===== src/pkg/agp_pkg.sv =====
// shared constants, states and carriers of the access group descriptor parser
package agp_pkg;

  // ****************************************
  // register map
  // ****************************************
  localparam int ADDR_W = 8;
  localparam logic [7:0] OFF_CTRL = 8'h00;
  localparam logic [7:0] OFF_STATUS = 8'h04;
  localparam logic [7:0] OFF_MASK = 8'h08;
  localparam logic [7:0] OFF_GROUP_ID = 8'h0C;
  localparam logic [7:0] OFF_SYS_ID = 8'h10;
  localparam logic [7:0] OFF_CIPHER = 8'h14;
  localparam logic [7:0] OFF_STATE = 8'h18;

  // control fields and reset values
  localparam int CTRL_EN_BIT = 0;
  localparam int CTRL_LIST_BIT = 1;
  localparam int CTRL_W = 2;
  localparam logic [1:0] CTRL_RST = 2'h0;
  localparam int EV_W = 4;
  localparam logic [3:0] MASK_RST = 4'h0;
  localparam logic [3:0] STATUS_RST = 4'h0;

  // bus responses
  localparam logic [1:0] RESP_OKAY = 2'h0;
  localparam logic [1:0] RESP_SLVERR = 2'h2;

  // ****************************************
  // descriptor layout
  // ****************************************
  localparam logic [7:0] TAG_CIPHER = 8'hCB;
  localparam logic [7:0] TAG_GROUP = 8'hCC;
  localparam logic [7:0] GID_LAST = 8'h03;
  localparam logic [7:0] SYS_LAST = 8'h01;
  // id 4 + system 2 + four length bytes
  localparam logic [7:0] GROUP_MIN_LEN = 8'h0A;
  localparam logic [7:0] CIPHER_MIN_LEN = 8'h01;

  // string kinds, in the order they appear
  localparam logic [1:0] KIND_LICENCE = 2'h0;
  localparam logic [1:0] KIND_FEE = 2'h1;
  localparam logic [1:0] KIND_FIRST = 2'h2;
  localparam logic [1:0] KIND_VENDOR = 2'h3;

  typedef enum logic [10:0] {
    ST_IDLE = 11'h001,
    ST_LEN_HI = 11'h002,
    ST_LEN_LO = 11'h004,
    ST_TAG = 11'h008,
    ST_DLEN = 11'h010,
    ST_GID = 11'h020,
    ST_SYS = 11'h040,
    ST_SLEN = 11'h080,
    ST_SDATA = 11'h100,
    ST_CIPH = 11'h200,
    ST_SKIP = 11'h400
  } agp_state_e;

  // one byte of an extracted string
  typedef struct packed {
    logic valid;
    logic last;
    logic [1:0] kind;
    logic [7:0] data;
  } agp_str_s;

  // event pulses, group in bit 0
  typedef struct packed {
    logic err;
    logic list;
    logic cipher;
    logic group;
  } agp_evt_s;

endpackage


===== src/verilog/agp_parser.sv =====
// byte-serial parser for group, cipher descriptors and stored group lists
`timescale 1ns/1ps
module agp_parser (
  input wire logic aclk,
  input wire logic aresetn,
  input wire logic [7:0] s_axi_awaddr,
  input wire logic [2:0] s_axi_awprot,
  input wire logic s_axi_awvalid,
  output logic s_axi_awready,
  input wire logic [31:0] s_axi_wdata,
  input wire logic [3:0] s_axi_wstrb,
  input wire logic s_axi_wvalid,
  output logic s_axi_wready,
  output logic [1:0] s_axi_bresp,
  output logic s_axi_bvalid,
  input wire logic s_axi_bready,
  input wire logic [7:0] s_axi_araddr,
  input wire logic [2:0] s_axi_arprot,
  input wire logic s_axi_arvalid,
  output logic s_axi_arready,
  output logic [31:0] s_axi_rdata,
  output logic [1:0] s_axi_rresp,
  output logic s_axi_rvalid,
  input wire logic s_axi_rready,
  input wire logic in_valid,
  input wire logic in_sof,
  input wire logic [7:0] in_data,
  output logic in_ready,
  output logic [31:0] access_group_id,
  output logic [15:0] playback_system_id,
  output logic [7:0] cipher_selector,
  output agp_pkg::agp_str_s str_out,
  output agp_pkg::agp_evt_s evt_out,
  output logic irq
);

  // ****************************************
  // parser state
  // ****************************************
  agp_pkg::agp_state_e state_ff, nxt_state, cur;
  logic [7:0] desc_rem_ff, nxt_desc_rem;
  logic [15:0] list_rem_ff, nxt_list_rem;
  logic [7:0] cnt_ff, nxt_cnt;
  logic [1:0] kind_ff, nxt_kind;
  logic [7:0] tag_ff, nxt_tag;
  logic [23:0] gid_sh_ff, nxt_gid_sh;
  logic [7:0] sys_hi_ff, nxt_sys_hi;
  logic list_active_ff, nxt_list_active;
  logic skip_list_ff, nxt_skip_list;
  logic gid_we, sys_we, ciph_we, fin, str_end, acc, lst;
  logic [7:0] dr;
  logic [15:0] lr;
  logic [8:0] need;
  agp_pkg::agp_str_s nxt_str;
  agp_pkg::agp_evt_s ev;

  // registers seen by software
  logic [agp_pkg::CTRL_W-1:0] ctrl_ff;
  logic [agp_pkg::EV_W-1:0] status_ff, mask_ff, nxt_status;
  logic [31:0] gid_ff;
  logic [15:0] sys_ff;
  logic [7:0] ciph_ff;
  agp_pkg::agp_str_s str_ff;
  agp_pkg::agp_evt_s evt_ff;
  logic ctrl_en, list_mode;

  // bus side
  logic aw_hold_ff, w_hold_ff, bvalid_ff, rvalid_ff;
  logic [7:0] awaddr_ff;
  logic [31:0] wdata_ff, rdata_ff;
  logic [3:0] wstrb_ff;
  logic [1:0] bresp_ff, rresp_ff;
  logic do_wr, ar_hs, rd_clr;

  // an address is mapped when it is one of the word registers
  function automatic logic reg_known(input logic [7:0] a);
    reg_known = (a == agp_pkg::OFF_CTRL) || (a == agp_pkg::OFF_STATUS) ||
                (a == agp_pkg::OFF_MASK) || (a == agp_pkg::OFF_GROUP_ID) ||
                (a == agp_pkg::OFF_SYS_ID) || (a == agp_pkg::OFF_CIPHER) ||
                (a == agp_pkg::OFF_STATE);
  endfunction

  assign ctrl_en = ctrl_ff[agp_pkg::CTRL_EN_BIT];
  assign list_mode = ctrl_ff[agp_pkg::CTRL_LIST_BIT];

  // ****************************************
  // byte walk
  // ****************************************
  // upstream is same-clock logic; stalling only happens while disabled
  assign in_ready = ctrl_en;
  assign acc = in_valid & ctrl_en;
  // a start-of-unit byte restarts the walk whatever the current state
  assign cur = in_sof ? (list_mode ? agp_pkg::ST_LEN_HI : agp_pkg::ST_TAG) : state_ff;
  assign lst = in_sof ? 1'b0 : list_active_ff;
  assign dr = desc_rem_ff - 8'h01;
  assign lr = list_rem_ff - 16'h0001;
  // string length plus the length bytes still to come must fit
  assign need = {1'b0, in_data} + {7'h00, agp_pkg::KIND_VENDOR - kind_ff};

  always_comb
  begin
    nxt_state = state_ff;
    nxt_desc_rem = desc_rem_ff;
    nxt_list_rem = list_rem_ff;
    nxt_cnt = cnt_ff;
    nxt_kind = kind_ff;
    nxt_tag = tag_ff;
    nxt_gid_sh = gid_sh_ff;
    nxt_sys_hi = sys_hi_ff;
    nxt_list_active = list_active_ff;
    nxt_skip_list = skip_list_ff;
    nxt_str = '0;
    ev = '0;
    gid_we = 1'b0;
    sys_we = 1'b0;
    ciph_we = 1'b0;
    fin = 1'b0;
    str_end = 1'b0;
    if (acc)
    begin
      // every byte inside a list counts down the list length
      if (lst)
        nxt_list_rem = lr;
      unique case (cur)
        agp_pkg::ST_IDLE: ; // stray bytes between units are dropped
        agp_pkg::ST_LEN_HI:
        begin
          nxt_list_rem = {in_data, list_rem_ff[7:0]};
          nxt_list_active = 1'b0;
          nxt_state = agp_pkg::ST_LEN_LO;
        end
        agp_pkg::ST_LEN_LO:
        begin
          nxt_list_rem = {list_rem_ff[15:8], in_data};
          if ({list_rem_ff[15:8], in_data} == 16'h0000)
          begin
            ev.list = 1'b1;
            nxt_state = agp_pkg::ST_IDLE;
          end
          else
          begin
            nxt_list_active = 1'b1;
            nxt_state = agp_pkg::ST_TAG;
          end
        end
        agp_pkg::ST_TAG:
        begin
          nxt_tag = in_data;
          nxt_skip_list = 1'b0;
          nxt_state = agp_pkg::ST_DLEN;
        end
        agp_pkg::ST_DLEN:
        begin
          nxt_desc_rem = in_data;
          nxt_cnt = 8'h00;
          nxt_kind = agp_pkg::KIND_LICENCE;
          if (lst && ({8'h00, in_data} > lr))
          begin
            // descriptor claims more than the list holds: drop the list rest
            ev.err = 1'b1;
            if (lr == 16'h0000)
              fin = 1'b1;
            else
            begin
              nxt_skip_list = 1'b1;
              nxt_state = agp_pkg::ST_SKIP;
            end
          end
          else if ((lst && tag_ff != agp_pkg::TAG_GROUP) ||
                   (tag_ff == agp_pkg::TAG_GROUP && in_data < agp_pkg::GROUP_MIN_LEN) ||
                   (tag_ff == agp_pkg::TAG_CIPHER && in_data < agp_pkg::CIPHER_MIN_LEN))
          begin
            ev.err = 1'b1;
            if (in_data == 8'h00)
              fin = 1'b1;
            else
              nxt_state = agp_pkg::ST_SKIP;
          end
          else if (in_data == 8'h00)
            fin = 1'b1;
          else if (tag_ff == agp_pkg::TAG_GROUP)
            nxt_state = agp_pkg::ST_GID;
          else if (tag_ff == agp_pkg::TAG_CIPHER)
            nxt_state = agp_pkg::ST_CIPH;
          else
            nxt_state = agp_pkg::ST_SKIP;
        end
        agp_pkg::ST_GID:
        begin
          nxt_desc_rem = dr;
          nxt_gid_sh = {gid_sh_ff[15:0], in_data};
          nxt_cnt = cnt_ff + 8'h01;
          if (cnt_ff == agp_pkg::GID_LAST)
          begin
            gid_we = 1'b1;
            nxt_cnt = 8'h00;
            nxt_state = agp_pkg::ST_SYS;
          end
        end
        agp_pkg::ST_SYS:
        begin
          nxt_desc_rem = dr;
          nxt_sys_hi = in_data;
          nxt_cnt = cnt_ff + 8'h01;
          if (cnt_ff == agp_pkg::SYS_LAST)
          begin
            sys_we = 1'b1;
            nxt_cnt = 8'h00;
            nxt_state = agp_pkg::ST_SLEN;
          end
        end
        agp_pkg::ST_SLEN:
        begin
          nxt_desc_rem = dr;
          if (need > {1'b0, dr})
          begin
            ev.err = 1'b1;
            if (dr == 8'h00)
              fin = 1'b1;
            else
              nxt_state = agp_pkg::ST_SKIP;
          end
          else if (in_data == 8'h00)
            str_end = 1'b1;
          else
          begin
            nxt_cnt = in_data;
            nxt_state = agp_pkg::ST_SDATA;
          end
        end
        agp_pkg::ST_SDATA:
        begin
          nxt_desc_rem = dr;
          nxt_cnt = cnt_ff - 8'h01;
          nxt_str.valid = 1'b1;
          nxt_str.kind = kind_ff;
          nxt_str.data = in_data;
          nxt_str.last = (cnt_ff == 8'h01);
          if (cnt_ff == 8'h01)
            str_end = 1'b1;
        end
        agp_pkg::ST_CIPH:
        begin
          nxt_desc_rem = dr;
          ciph_we = 1'b1;
          ev.cipher = 1'b1;
          if (dr == 8'h00)
            fin = 1'b1;
          else
            nxt_state = agp_pkg::ST_SKIP;
        end
        agp_pkg::ST_SKIP:
        begin
          nxt_desc_rem = dr;
          if (skip_list_ff ? (lr == 16'h0000) : (dr == 8'h00))
            fin = 1'b1;
        end
        default:
          nxt_state = agp_pkg::ST_IDLE;
      endcase
      // a string ended: step to the next one or close the group body
      if (str_end)
      begin
        if (kind_ff == agp_pkg::KIND_VENDOR)
        begin
          ev.group = 1'b1;
          if (dr == 8'h00)
            fin = 1'b1;
          else
            nxt_state = agp_pkg::ST_SKIP;
        end
        else
        begin
          nxt_kind = kind_ff + 2'h1;
          nxt_state = agp_pkg::ST_SLEN;
        end
      end
      // descriptor done: next entry of the list, or back to idle
      if (fin)
      begin
        if (lst && lr != 16'h0000)
          nxt_state = agp_pkg::ST_TAG;
        else
        begin
          if (lst)
            ev.list = 1'b1;
          nxt_list_active = 1'b0;
          nxt_state = agp_pkg::ST_IDLE;
        end
      end
    end
  end

  // walk registers; disabling parks the walk in idle
  always_ff @(posedge aclk)
  begin
    if (!aresetn || !ctrl_en)
    begin
      state_ff <= agp_pkg::ST_IDLE;
      list_active_ff <= 1'b0;
      skip_list_ff <= 1'b0;
    end
    else
    begin
      state_ff <= nxt_state;
      list_active_ff <= nxt_list_active;
      skip_list_ff <= nxt_skip_list;
    end
  end

  // counters and field accumulators
  always_ff @(posedge aclk)
  begin
    if (!aresetn)
    begin
      desc_rem_ff <= 8'h00;
      list_rem_ff <= 16'h0000;
      cnt_ff <= 8'h00;
      kind_ff <= agp_pkg::KIND_LICENCE;
      tag_ff <= 8'h00;
      gid_sh_ff <= 24'h000000;
      sys_hi_ff <= 8'h00;
    end
    else
    begin
      desc_rem_ff <= nxt_desc_rem;
      list_rem_ff <= nxt_list_rem;
      cnt_ff <= nxt_cnt;
      kind_ff <= nxt_kind;
      tag_ff <= nxt_tag;
      gid_sh_ff <= nxt_gid_sh;
      sys_hi_ff <= nxt_sys_hi;
    end
  end

  // ****************************************
  // extracted fields and string stream
  // ****************************************
  // ids change only on their last byte, so readers never see half a word
  always_ff @(posedge aclk)
  begin
    if (!aresetn)
    begin
      gid_ff <= 32'h00000000;
      sys_ff <= 16'h0000;
      ciph_ff <= 8'h00;
      str_ff <= '0;
      evt_ff <= '0;
    end
    else
    begin
      if (gid_we)
        gid_ff <= {gid_sh_ff, in_data};
      if (sys_we)
        sys_ff <= {sys_hi_ff, in_data};
      if (ciph_we)
        ciph_ff <= in_data;
      str_ff <= nxt_str;
      evt_ff <= ev;
    end
  end

  assign access_group_id = gid_ff;
  assign playback_system_id = sys_ff;
  assign cipher_selector = ciph_ff;
  assign str_out = str_ff;
  assign evt_out = evt_ff;

  // ****************************************
  // status, mask and interrupt
  // ****************************************
  // a new event in the clearing read cycle survives: set beats clear
  assign nxt_status = (rd_clr ? agp_pkg::STATUS_RST : status_ff) | ev;
  assign irq = |(status_ff & mask_ff);

  always_ff @(posedge aclk)
  begin
    if (!aresetn)
      status_ff <= agp_pkg::STATUS_RST;
    else
      status_ff <= nxt_status;
  end

  // ****************************************
  // bus slave
  // ****************************************
  // address and data are held separately so either may arrive first
  assign s_axi_awready = !aw_hold_ff;
  assign s_axi_wready = !w_hold_ff;
  assign do_wr = aw_hold_ff && w_hold_ff && !bvalid_ff;
  assign s_axi_arready = !rvalid_ff;
  assign ar_hs = s_axi_arvalid && !rvalid_ff;
  assign rd_clr = ar_hs && (s_axi_araddr == agp_pkg::OFF_STATUS);

  always_ff @(posedge aclk)
  begin
    if (!aresetn)
    begin
      aw_hold_ff <= 1'b0;
      w_hold_ff <= 1'b0;
      awaddr_ff <= 8'h00;
      wdata_ff <= 32'h00000000;
      wstrb_ff <= 4'h0;
      bvalid_ff <= 1'b0;
      bresp_ff <= agp_pkg::RESP_OKAY;
    end
    else
    begin
      if (s_axi_awvalid && !aw_hold_ff)
      begin
        aw_hold_ff <= 1'b1;
        awaddr_ff <= s_axi_awaddr;
      end
      if (s_axi_wvalid && !w_hold_ff)
      begin
        w_hold_ff <= 1'b1;
        wdata_ff <= s_axi_wdata;
        wstrb_ff <= s_axi_wstrb;
      end
      if (do_wr)
      begin
        aw_hold_ff <= 1'b0;
        w_hold_ff <= 1'b0;
        bvalid_ff <= 1'b1;
        bresp_ff <= reg_known(awaddr_ff) ? agp_pkg::RESP_OKAY : agp_pkg::RESP_SLVERR;
      end
      else if (s_axi_bready)
        bvalid_ff <= 1'b0;
    end
  end

  // writable registers; fields sit in byte lane 0
  always_ff @(posedge aclk)
  begin
    if (!aresetn)
    begin
      ctrl_ff <= agp_pkg::CTRL_RST;
      mask_ff <= agp_pkg::MASK_RST;
    end
    else if (do_wr && wstrb_ff[0])
    begin
      if (awaddr_ff == agp_pkg::OFF_CTRL)
        ctrl_ff <= wdata_ff[agp_pkg::CTRL_W-1:0];
      if (awaddr_ff == agp_pkg::OFF_MASK)
        mask_ff <= wdata_ff[agp_pkg::EV_W-1:0];
    end
  end

  // read data is latched at the address handshake
  always_ff @(posedge aclk)
  begin
    if (!aresetn)
    begin
      rvalid_ff <= 1'b0;
      rdata_ff <= 32'h00000000;
      rresp_ff <= agp_pkg::RESP_OKAY;
    end
    else if (ar_hs)
    begin
      rvalid_ff <= 1'b1;
      rresp_ff <= reg_known(s_axi_araddr) ? agp_pkg::RESP_OKAY : agp_pkg::RESP_SLVERR;
      unique case (s_axi_araddr)
        agp_pkg::OFF_CTRL: rdata_ff <= {30'h00000000, ctrl_ff};
        agp_pkg::OFF_STATUS: rdata_ff <= {28'h0000000, status_ff};
        agp_pkg::OFF_MASK: rdata_ff <= {28'h0000000, mask_ff};
        agp_pkg::OFF_GROUP_ID: rdata_ff <= gid_ff;
        agp_pkg::OFF_SYS_ID: rdata_ff <= {16'h0000, sys_ff};
        agp_pkg::OFF_CIPHER: rdata_ff <= {24'h000000, ciph_ff};
        agp_pkg::OFF_STATE: rdata_ff <= {20'h00000, list_active_ff, state_ff};
        default: rdata_ff <= 32'h00000000;
      endcase
    end
    else if (s_axi_rready)
      rvalid_ff <= 1'b0;
  end

  assign s_axi_bvalid = bvalid_ff;
  assign s_axi_bresp = bresp_ff;
  assign s_axi_rvalid = rvalid_ff;
  assign s_axi_rdata = rdata_ff;
  assign s_axi_rresp = rresp_ff;

endmodule

===== config.mk =====
export PLATFORM = sky130hd
export DESIGN_NAME = agp_parser
export DESIGN_NICKNAME = d
export VERILOG_FILES = /design/src/pkg/agp_pkg.sv /design/src/verilog/agp_parser.sv
export SDC_FILE = /design/constraint.sdc
export NUM_CORES = 1
export LEC_CHECK = 0
export BUFFER_PORTS_ARGS = -buffer_cell sky130_fd_sc_hd__buf_4
export CAP_MARGIN = 5
export CELL_PAD_IN_SITES_DETAIL_PLACEMENT = 0
export CELL_PAD_IN_SITES_GLOBAL_PLACEMENT = 1
export CORE_ASPECT_RATIO = 1.75
export CORE_UTILIZATION = 45
export DETAILED_ROUTE_END_ITERATION = 8
export PLACE_DENSITY = 0.9
export SYNTH_ARGS = -nofsm -noshare
export SYNTH_HDL_FRONTEND = slang
export SYNTH_SLANG_ARGS = --single-unit

===== constraint.sdc =====
create_clock -name aclk -period 8.25 [get_ports aclk]
set_input_delay 0.825 -clock aclk [delete_from_list [all_inputs] [get_ports aclk]]
set_output_delay 0.825 -clock aclk [all_outputs]
set_load 0.01 [all_outputs]

# == Word level (Yosys, flattened, before mapping) ==
# Cells that the tools add are included.
# totals
ff_bits,222
in_bits,75
# op_classes
bitwise,6
magnitude_cmp,4
reduce_logical,63
n_eq_ne,33
n_mux,84
n_addsub,7
# op_table
cell,n
case mux 32 bit (7 select lines),1
2-to-1 mux 11 bit,17
case mux 11 bit (9 select lines),1
equality test 8 x 5 -> 1 bit (second input constant),6
2-to-1 mux 1 bit,41
case mux 8 bit (5 select lines),1
equality test 8 x 4 -> 1 bit (second input constant),4
logical NOT 16 bit,2
logical NOT 8 bit,4
2-to-1 mux 8 bit,4
case mux 16 bit (2 select lines),1
2-to-1 mux 4 bit,5
equality test 8 x 3 -> 1 bit (second input constant),2
equality test 8 bit (second input constant),2
greater-than comparator 8 x 16 -> 1 bit,1
2-to-1 mux 16 bit,1
case mux 8 bit (2 select lines),1
nonzero test 16 bit,1
subtractor 16 x 1 -> 16 bit (second input constant),1
subtractor 8 x 1 -> 8 bit (second input constant),2
logical OR 1 bit,15
AND reduction 2 bit,7
logical AND 1 bit,12
2-to-1 mux 12 bit,1
39 further kinds,64

# == Longest topological paths before layout ==
# Gate-level depths: netlist (run 1).
# depth
word_depth,12
mapped_depth,16
mapped_depth_nobuf,16

# == Worst setup path after synthesis (run 1) ==
# No wires, ideal clock.
# synth_timing
path_type,input port to flip-flop
from,input port in_data[1]
to,register state_ff[7]
setup_time_ps,59
setup_slack_ps,3959
cell_stages,15
path_buffers,1
arrival_time_ps,4232
cell_sequence,clkbuf_1 inv_1 fa_1 nor2_1 nand3_1 xnor2_1 ha_1 nand3_1 or3_1 o211ai_1 a21oi_1 o31a_1 a211o_1 or4b_1 nand2_1
# synth_between
elab_chain_len,11
# synth_rtl
item,line_no,rtl
start: declaration,agp_parser.sv:27,"input wire logic [7:0] in_data,"
"parallel branches: the longest is 10 deep, another holds adder 8 x 2 -> 9 bit",--,
2-to-1 mux 11 bit (*),agp_parser.sv:279,if (fin)
end signal: assignment,agp_parser.sv:299,state_ff <= agp_pkg::ST_IDLE;
end signal: assignment,agp_parser.sv:305,state_ff <= nxt_state;
end: declaration,agp_parser.sv:40,"agp_pkg::agp_state_e state_ff, nxt_state, cur;"
# Every way passes the cells marked *. The select of a mux whose other input is x is not followed.
# A chain may end at the register's enable or synchronous reset.

# == Worst setup path in the final report (run 1) ==
# Same ends and word-level chain as after synthesis.

==> metrics.txt, run 1 <==
DRC 0; status finished clean; Inserted Diodes 0; mean post-synth cell area around 8.2 µm²; critical path required time around 8700 ps; wire length of the first global-routing pass 49.5 mm; Setup violations, final 0; Final Max Slew Viols 0; PortBufs 150; pwr dens 163 mW/mm²; synthesized cell area between 0.01 and 0.015 mm²; fin crit share 51.0%; number of synthesized flops with an enable pin 0; RSZ-0062 raised after global routing false; hold_buf cts 0; register area share after synthesis 39.1%; hold slack 455 ps; full die area 0.0257 mm²; share of Yosys cell area claimed by the top area cell type around two fifths; MaxCap Viol Count 0; CTS max path bufs 3; Initial Util 45.8%; ratio of cells with drive above 1 in the final layout 15.5%; min Tclk post-route 4210 ps; clock sinks 220; Max Fanout on Critical Path 12; Leak Pwr 5.06 nW; Starting DRT DRC Count 703; Place WS 3580 ps; area leader, netlist dfxtp_1; Worst VDD drop 0.115 mV; worst slew pin tran 1200 ps; routed len/inst ~18 µm; initial antenna violation count 0; CP Launch Type primary input; Hold/Removal Path Class reg -> reg; post-DP HPWL around 23 mm; CTS resizes 0; setup repair bufs after CTS 0; via density per instance between 5 and 6; pin count of the biggest net entering global routing 105; Cell variety after synth 84; grt total ovfl 0; final setup margin 4040 ps; CTS tree built; vias in the first global route 9,412; Layout area overhead 16.7%; predominant post-synthesis flop cell dfxtp_1; Arrival @ worst endpoint 4670 ps; cell count after synthesis 1,366; total number of vias slightly above 10,000; final core occ 53.4%; Setup Crit Path Kind in -> reg; Slew HR 19.7%; DR pass1 iterations 5; Crit. End Element register; ANT nets after route 0; maximum clock rate ~0.24 GHz; total CTS buffers 21; largest stage delay on the critical path 540 ps; chip height 211 µm; Async SR Flop Fraction 0%; crit path max-delay cell type or4b_1; Clk Latency, worst-skew pair 520 ps; CP Cell Sequence buf_4, inv_1, fa_1, nor2_1, nand3_1, xnor2_1, ha_1, nand3_1, or3_1, o211ai_1, a21oi_1, o31a_1, a211o_1, or4b_1, nand2_1; Final Hold Fails 0; IO Pins 190; CTS clk-pin slew, worst paths 70 ps; most used cell, CP nand3_1; largest cells by area after synthesis dfxtp_1 (39%), nand2_1 (8.8%), a21boi_0 (5.7%); Site Rows 76; Clock Skews 8.92 ps; Setup TNS Final 0 ps; nets 1,557; Final Instance Area 0.0131 mm²; All-Layer GR Usage between 20% and 30%; core area 0.0246 mm²; register bit total from synthesis 220; GPL Wtd Cong 0.918; H-tree level count 1; Root Buffer clkbuf_16; die width between 100 and 150 µm; Syn. warnings 0; top post-synthesis cells by count nand2_1 (264), dfxtp_1 (220), a21boi_0 (85); post-place instance area 0.0125 mm²; most frequent cell after synthesis nand2_1; Routed WL 31.8 mm
sequential cells by signal (all words and copies together), names as in the netlist, 11 cells and up:
signal,cells
list_rem_ff,16
access_group_id,32
playback_system_id,16
s_axi_rdata,32
str_out,12
gid_sh_ff,24
state_ff,11
logic make-up (layout without fill, tap and decap cells):
group	after synthesis	after routing	share of synthesized area, %
mux	52	52	4.73
fa+ha+maj	27	27	3.06
compound gates	319	319	19.9
simple gates	595	595	26.4
other cells	1	2	0.0333
flops	220	220	39.1
buf+inv	124	226	4.47
xor+xnor	28	28	2.24
per-stage QoR:
stage          power, W  std cells
2_1_floorplan   0.00116       1367
3_3_place_gp    0.00120       1744
3_5_place_dp    0.00120       1744
4_1_cts         0.00216       1781
5_1_grt         0.00221       1781
6_report        0.00214       1781
final cells by class:
class | instances | area, µm²
Tap cell | 312 | 390
Fill cell | 2363 | 11500
Sequential cell | 220 | 4400
Clock buffer | 30 | 599
Clock inverter | 7 | 67.6
Multi-Input combinational cell | 1023 | 6370
Timing Repair Buffer | 160 | 1200
Inverter | 29 | 109
where the power goes:
group / switching, W / internal (W) / leakage (nW)
Combinational: 0.0000629 / 0.0000446 / 2.96
Clock: 0.000420 / 0.000538 / 0.320
Sequential: 0.00000401 / 0.00107 / 1.77
Total: 0.000487 / 0.00165 / 5.06
worst max-delay path, delay by kind of cell:
| kind | cells | cell delay (ps) |
|---|---|---|
| and+or+nand+nor | 6 | 1440 |
| AOI/OAI and AO/OA | 4 | 1050 |
| adders and majority gates | 2 | 800 |
| buffers and inverters | 2 | 390 |
| xor gates and xnor gates | 1 | 150 |
routing by layer:
layer | global-route usage (%) | up-vias | wire [µm]
li1 | - | 4942 | -
met5 | 0 | - | 0
met2 | 45.2 | 308 | 16700
met3 | 2.59 | 82 | 1480
met4 | 12.0 | 0 | 1400
met1 | 27.1 | 4726 | 12200
placed cells by master, fill, tap and decap left out, types with 17 or more instances in the layout:
cell type	instances
nand2_1	264
dfxtp_1	220
buf_4	160
a21boi_0	85
nor2_1	66
nor2b_1	66
o21ai_0	54
a21oi_1	50
nand3_1	46
mux2i_1	42
nor3_1	37
inv_1	29
ha_1	26
a21boi_1	24
and2_1	22
clkbuf_16	21
a22oi_1	18
xnor2_1	17
final timing paths:
| path | startpoint | to | slack [ps] | cells past startpoint |
|---|---|---|---|---|
| worst max-delay path | in_data[1] | state_ff[7]$_SDFFE_PP0P_ | 4040 | 15 |
| worst min-delay path | gid_sh_ff[22]$_SDFFE_PN0P_ | access_group_id[30]$_SDFFE_PN0P_ | 450 | 2 |
| worst max register to register | kind_ff[0]$_SDFFE_PN0P_ | state_ff[7]$_SDFFE_PP0P_ | 4210 | 16 |
| worst min register to register | gid_sh_ff[22]$_SDFFE_PN0P_ | access_group_id[30]$_SDFFE_PN0P_ | 450 | 2 |
(Power assumes the default switching activity.)
==> run 2: changes to the inputs <==
--- a/config.mk
+++ b/config.mk
@@ -10,9 +10,9 @@
 export CELL_PAD_IN_SITES_DETAIL_PLACEMENT = 0
 export CELL_PAD_IN_SITES_GLOBAL_PLACEMENT = 1
 export CORE_ASPECT_RATIO = 1.75
-export CORE_UTILIZATION = 45
+export CORE_UTILIZATION = 42
 export DETAILED_ROUTE_END_ITERATION = 8
-export PLACE_DENSITY = 0.9
+export PLACE_DENSITY = 0.85
 export SYNTH_ARGS = -nofsm -noshare
 export SYNTH_HDL_FRONTEND = slang
 export SYNTH_SLANG_ARGS = --single-unit
==> constraint.sdc (replaced) <==
create_clock -name aclk -period 4.2 [get_ports aclk]
set_input_delay 0.42 -clock aclk [delete_from_list [all_inputs] [get_ports aclk]]
set_output_delay 0.42 -clock aclk [all_outputs]
set_load 0.01 [all_outputs]
==> metrics.txt, run 2 (synthesis results as in run 1) <==
status finished clean; Routed WL 33.1 mm; Setup Crit Path Kind reg -> reg; Site Rows just under 80; final core occ 50.7%; worst slew pin tran roughly 1200 ps; Final Hold Fails 0; full die area about 0.028 mm²; Worst VDD drop 0.326 mV; routed len/inst 18.2 µm; MaxCap Viol Count 0; Layout area overhead 19.1%; setup repair bufs after CTS 0; IO Pins 190; pwr dens 330 mW/mm²; pin count of the biggest net entering global routing 91; Psw 0.00100 W; chip height between 200 and 250 µm; GPL Wtd Cong 0.919; Setup violations, final 0; total CTS buffers 22; CTS resizes 0; post-DP HPWL 23.7 mm; share of power burned in the clock network between 40% and 50%; via density per instance 5.62; critical path required time 4600 ps; Leak Pwr 5.22 nW; commonest non-fill, non-tap cell in the layout nand2_1; total number of vias between 10,000 and 15,000; maximum clock rate 0.261 GHz; Hold/Removal Path Class in -> reg; H-tree level count 1; ratio of cells with drive above 1 in the final layout 17.0%; Root Buffer clkbuf_16; Seq pwr share 47.6%; clock sinks 220; min Tclk post-route 3820 ps; Initial Util between 40% and 50%; RSZ-0062 raised after global routing false; CTS tree built; CTS clk-pin slew, worst paths ~60 ps; Setup TNS Final 0 ps; commonest non-fill, non-tap cells in the layout nand2_1 (264), dfxtp_1 (220), buf_4 (179), a21boi_0 (85); DRC 0; grt total ovfl 0; ANT nets after route 0; post-place instance area between 0.01 and 0.015 mm²; core area ~0.026 mm²; Pint 0.00342 W; Arrival @ worst endpoint 4220 ps; Starting DRT DRC Count 591; Max Fanout on Critical Path 5; Inserted Diodes 0; vias in the first global route 9,889; hold_buf cts 0; die width 126 µm; wire length of the first global-routing pass 51.8 mm; Clk Latency, worst-skew pair 530 ps; initial antenna violation count 0; reg-to-reg slack, setup ~380 ps; Final Instance Area 0.0134 mm²; All-Layer GR Usage 23.8%; PortBufs 150; nets 1,578; CTS max path bufs 3; power share of the combinational group 4.9%; Clock Skews 13.1 ps; Crit. End Element register; fin crit share 91.1%; Slew HR 23.0%; DR pass1 iterations 5; Final Max Slew Viols 0; CP Launch Type register; Sw Ratio 22.7%
-- run 2: power groups by stage --
stage	Sequential [W]	Clock, W	Combinational (W)
5_1_grt	0.00211	0.00222	0.000236
6_report	0.00211	0.00210	0.000218
3_3_place_gp	0.00215	0	0.000217
2_1_floorplan	0.00215	0	0.000129
4_1_cts	0.00211	0.00214	0.000219
3_5_place_dp	0.00215	0	0.000218
-- run 2: path summary, 6_finish.rpt --
check | depth (start not counted) | start | to
setup / recovery | 16 | kind_ff[1]$_SDFFE_PN0P_ | state_ff[3]$_SDFFE_PP0P_
hold / removal | 3 | s_axi_awvalid | aw_hold_ff$_SDFFE_PP0P_
setup reg to reg | 16 | kind_ff[1]$_SDFFE_PN0P_ | state_ff[3]$_SDFFE_PP0P_
hold reg to reg | 2 | gid_sh_ff[17]$_SDFFE_PN0P_ | access_group_id[25]$_SDFFE_PN0P_
-- run 2: through the flow --
stage | hold WS [ps] | power, W | cells | setup WS [ps]
after global placement | 441 | 0.00237 | 1776 | 346
after detailed placement | 449 | 0.00237 | 1776 | 305
final | 107 | 0.00442 | 1815 | 375
after floorplan | 435 | 0.00228 | 1367 | 314
after global routing | 104 | 0.00456 | 1815 | 96.5
after CTS | 102 | 0.00446 | 1815 | 374
-- run 2: critical path, cell delays in order, from the launching register on --
cell and delay [ps]:
dfxtp_1 400, inv_1 80, ha_1 270, a21oi_1 70
nor3b_1 390, nand3_1 150, xnor2_1 150, ha_1 320
nand3_1 110, or3_1 320, o211ai_1 150, a21oi_1 160
o31a_1 320, a211o_1 280, buf_4 170, a221oi_1 280
nor3_1 80
-- run 2: area by class of cell --
| cell class | instances | area [µm²] |
|---|---|---|
| flip-flops and latches | 220 | 4400 |
| clock inverters | 13 | 158 |
| inverters | 29 | 109 |
| repair buffers | 180 | 1360 |
| clock buffers | 26 | 607 |
| well taps | 324 | 405 |
| multi-input cells | 1023 | 6370 |
| fillers | 2615 | 13100 |
-- run 2: metal layers --
| metal | global-route usage (%) | vias up | part of all wire, % |
|---|---|---|---|
| li1 | - | 4965 | - |
| met1 | 24.7 | 4871 | 38 |
| met2 | 46.6 | 281 | 54 |
| met3 | 2.67 | 89 | 3.9 |
| met4 | 11.9 | 0 | 4.2 |
| met5 | 0 | - | 0 |
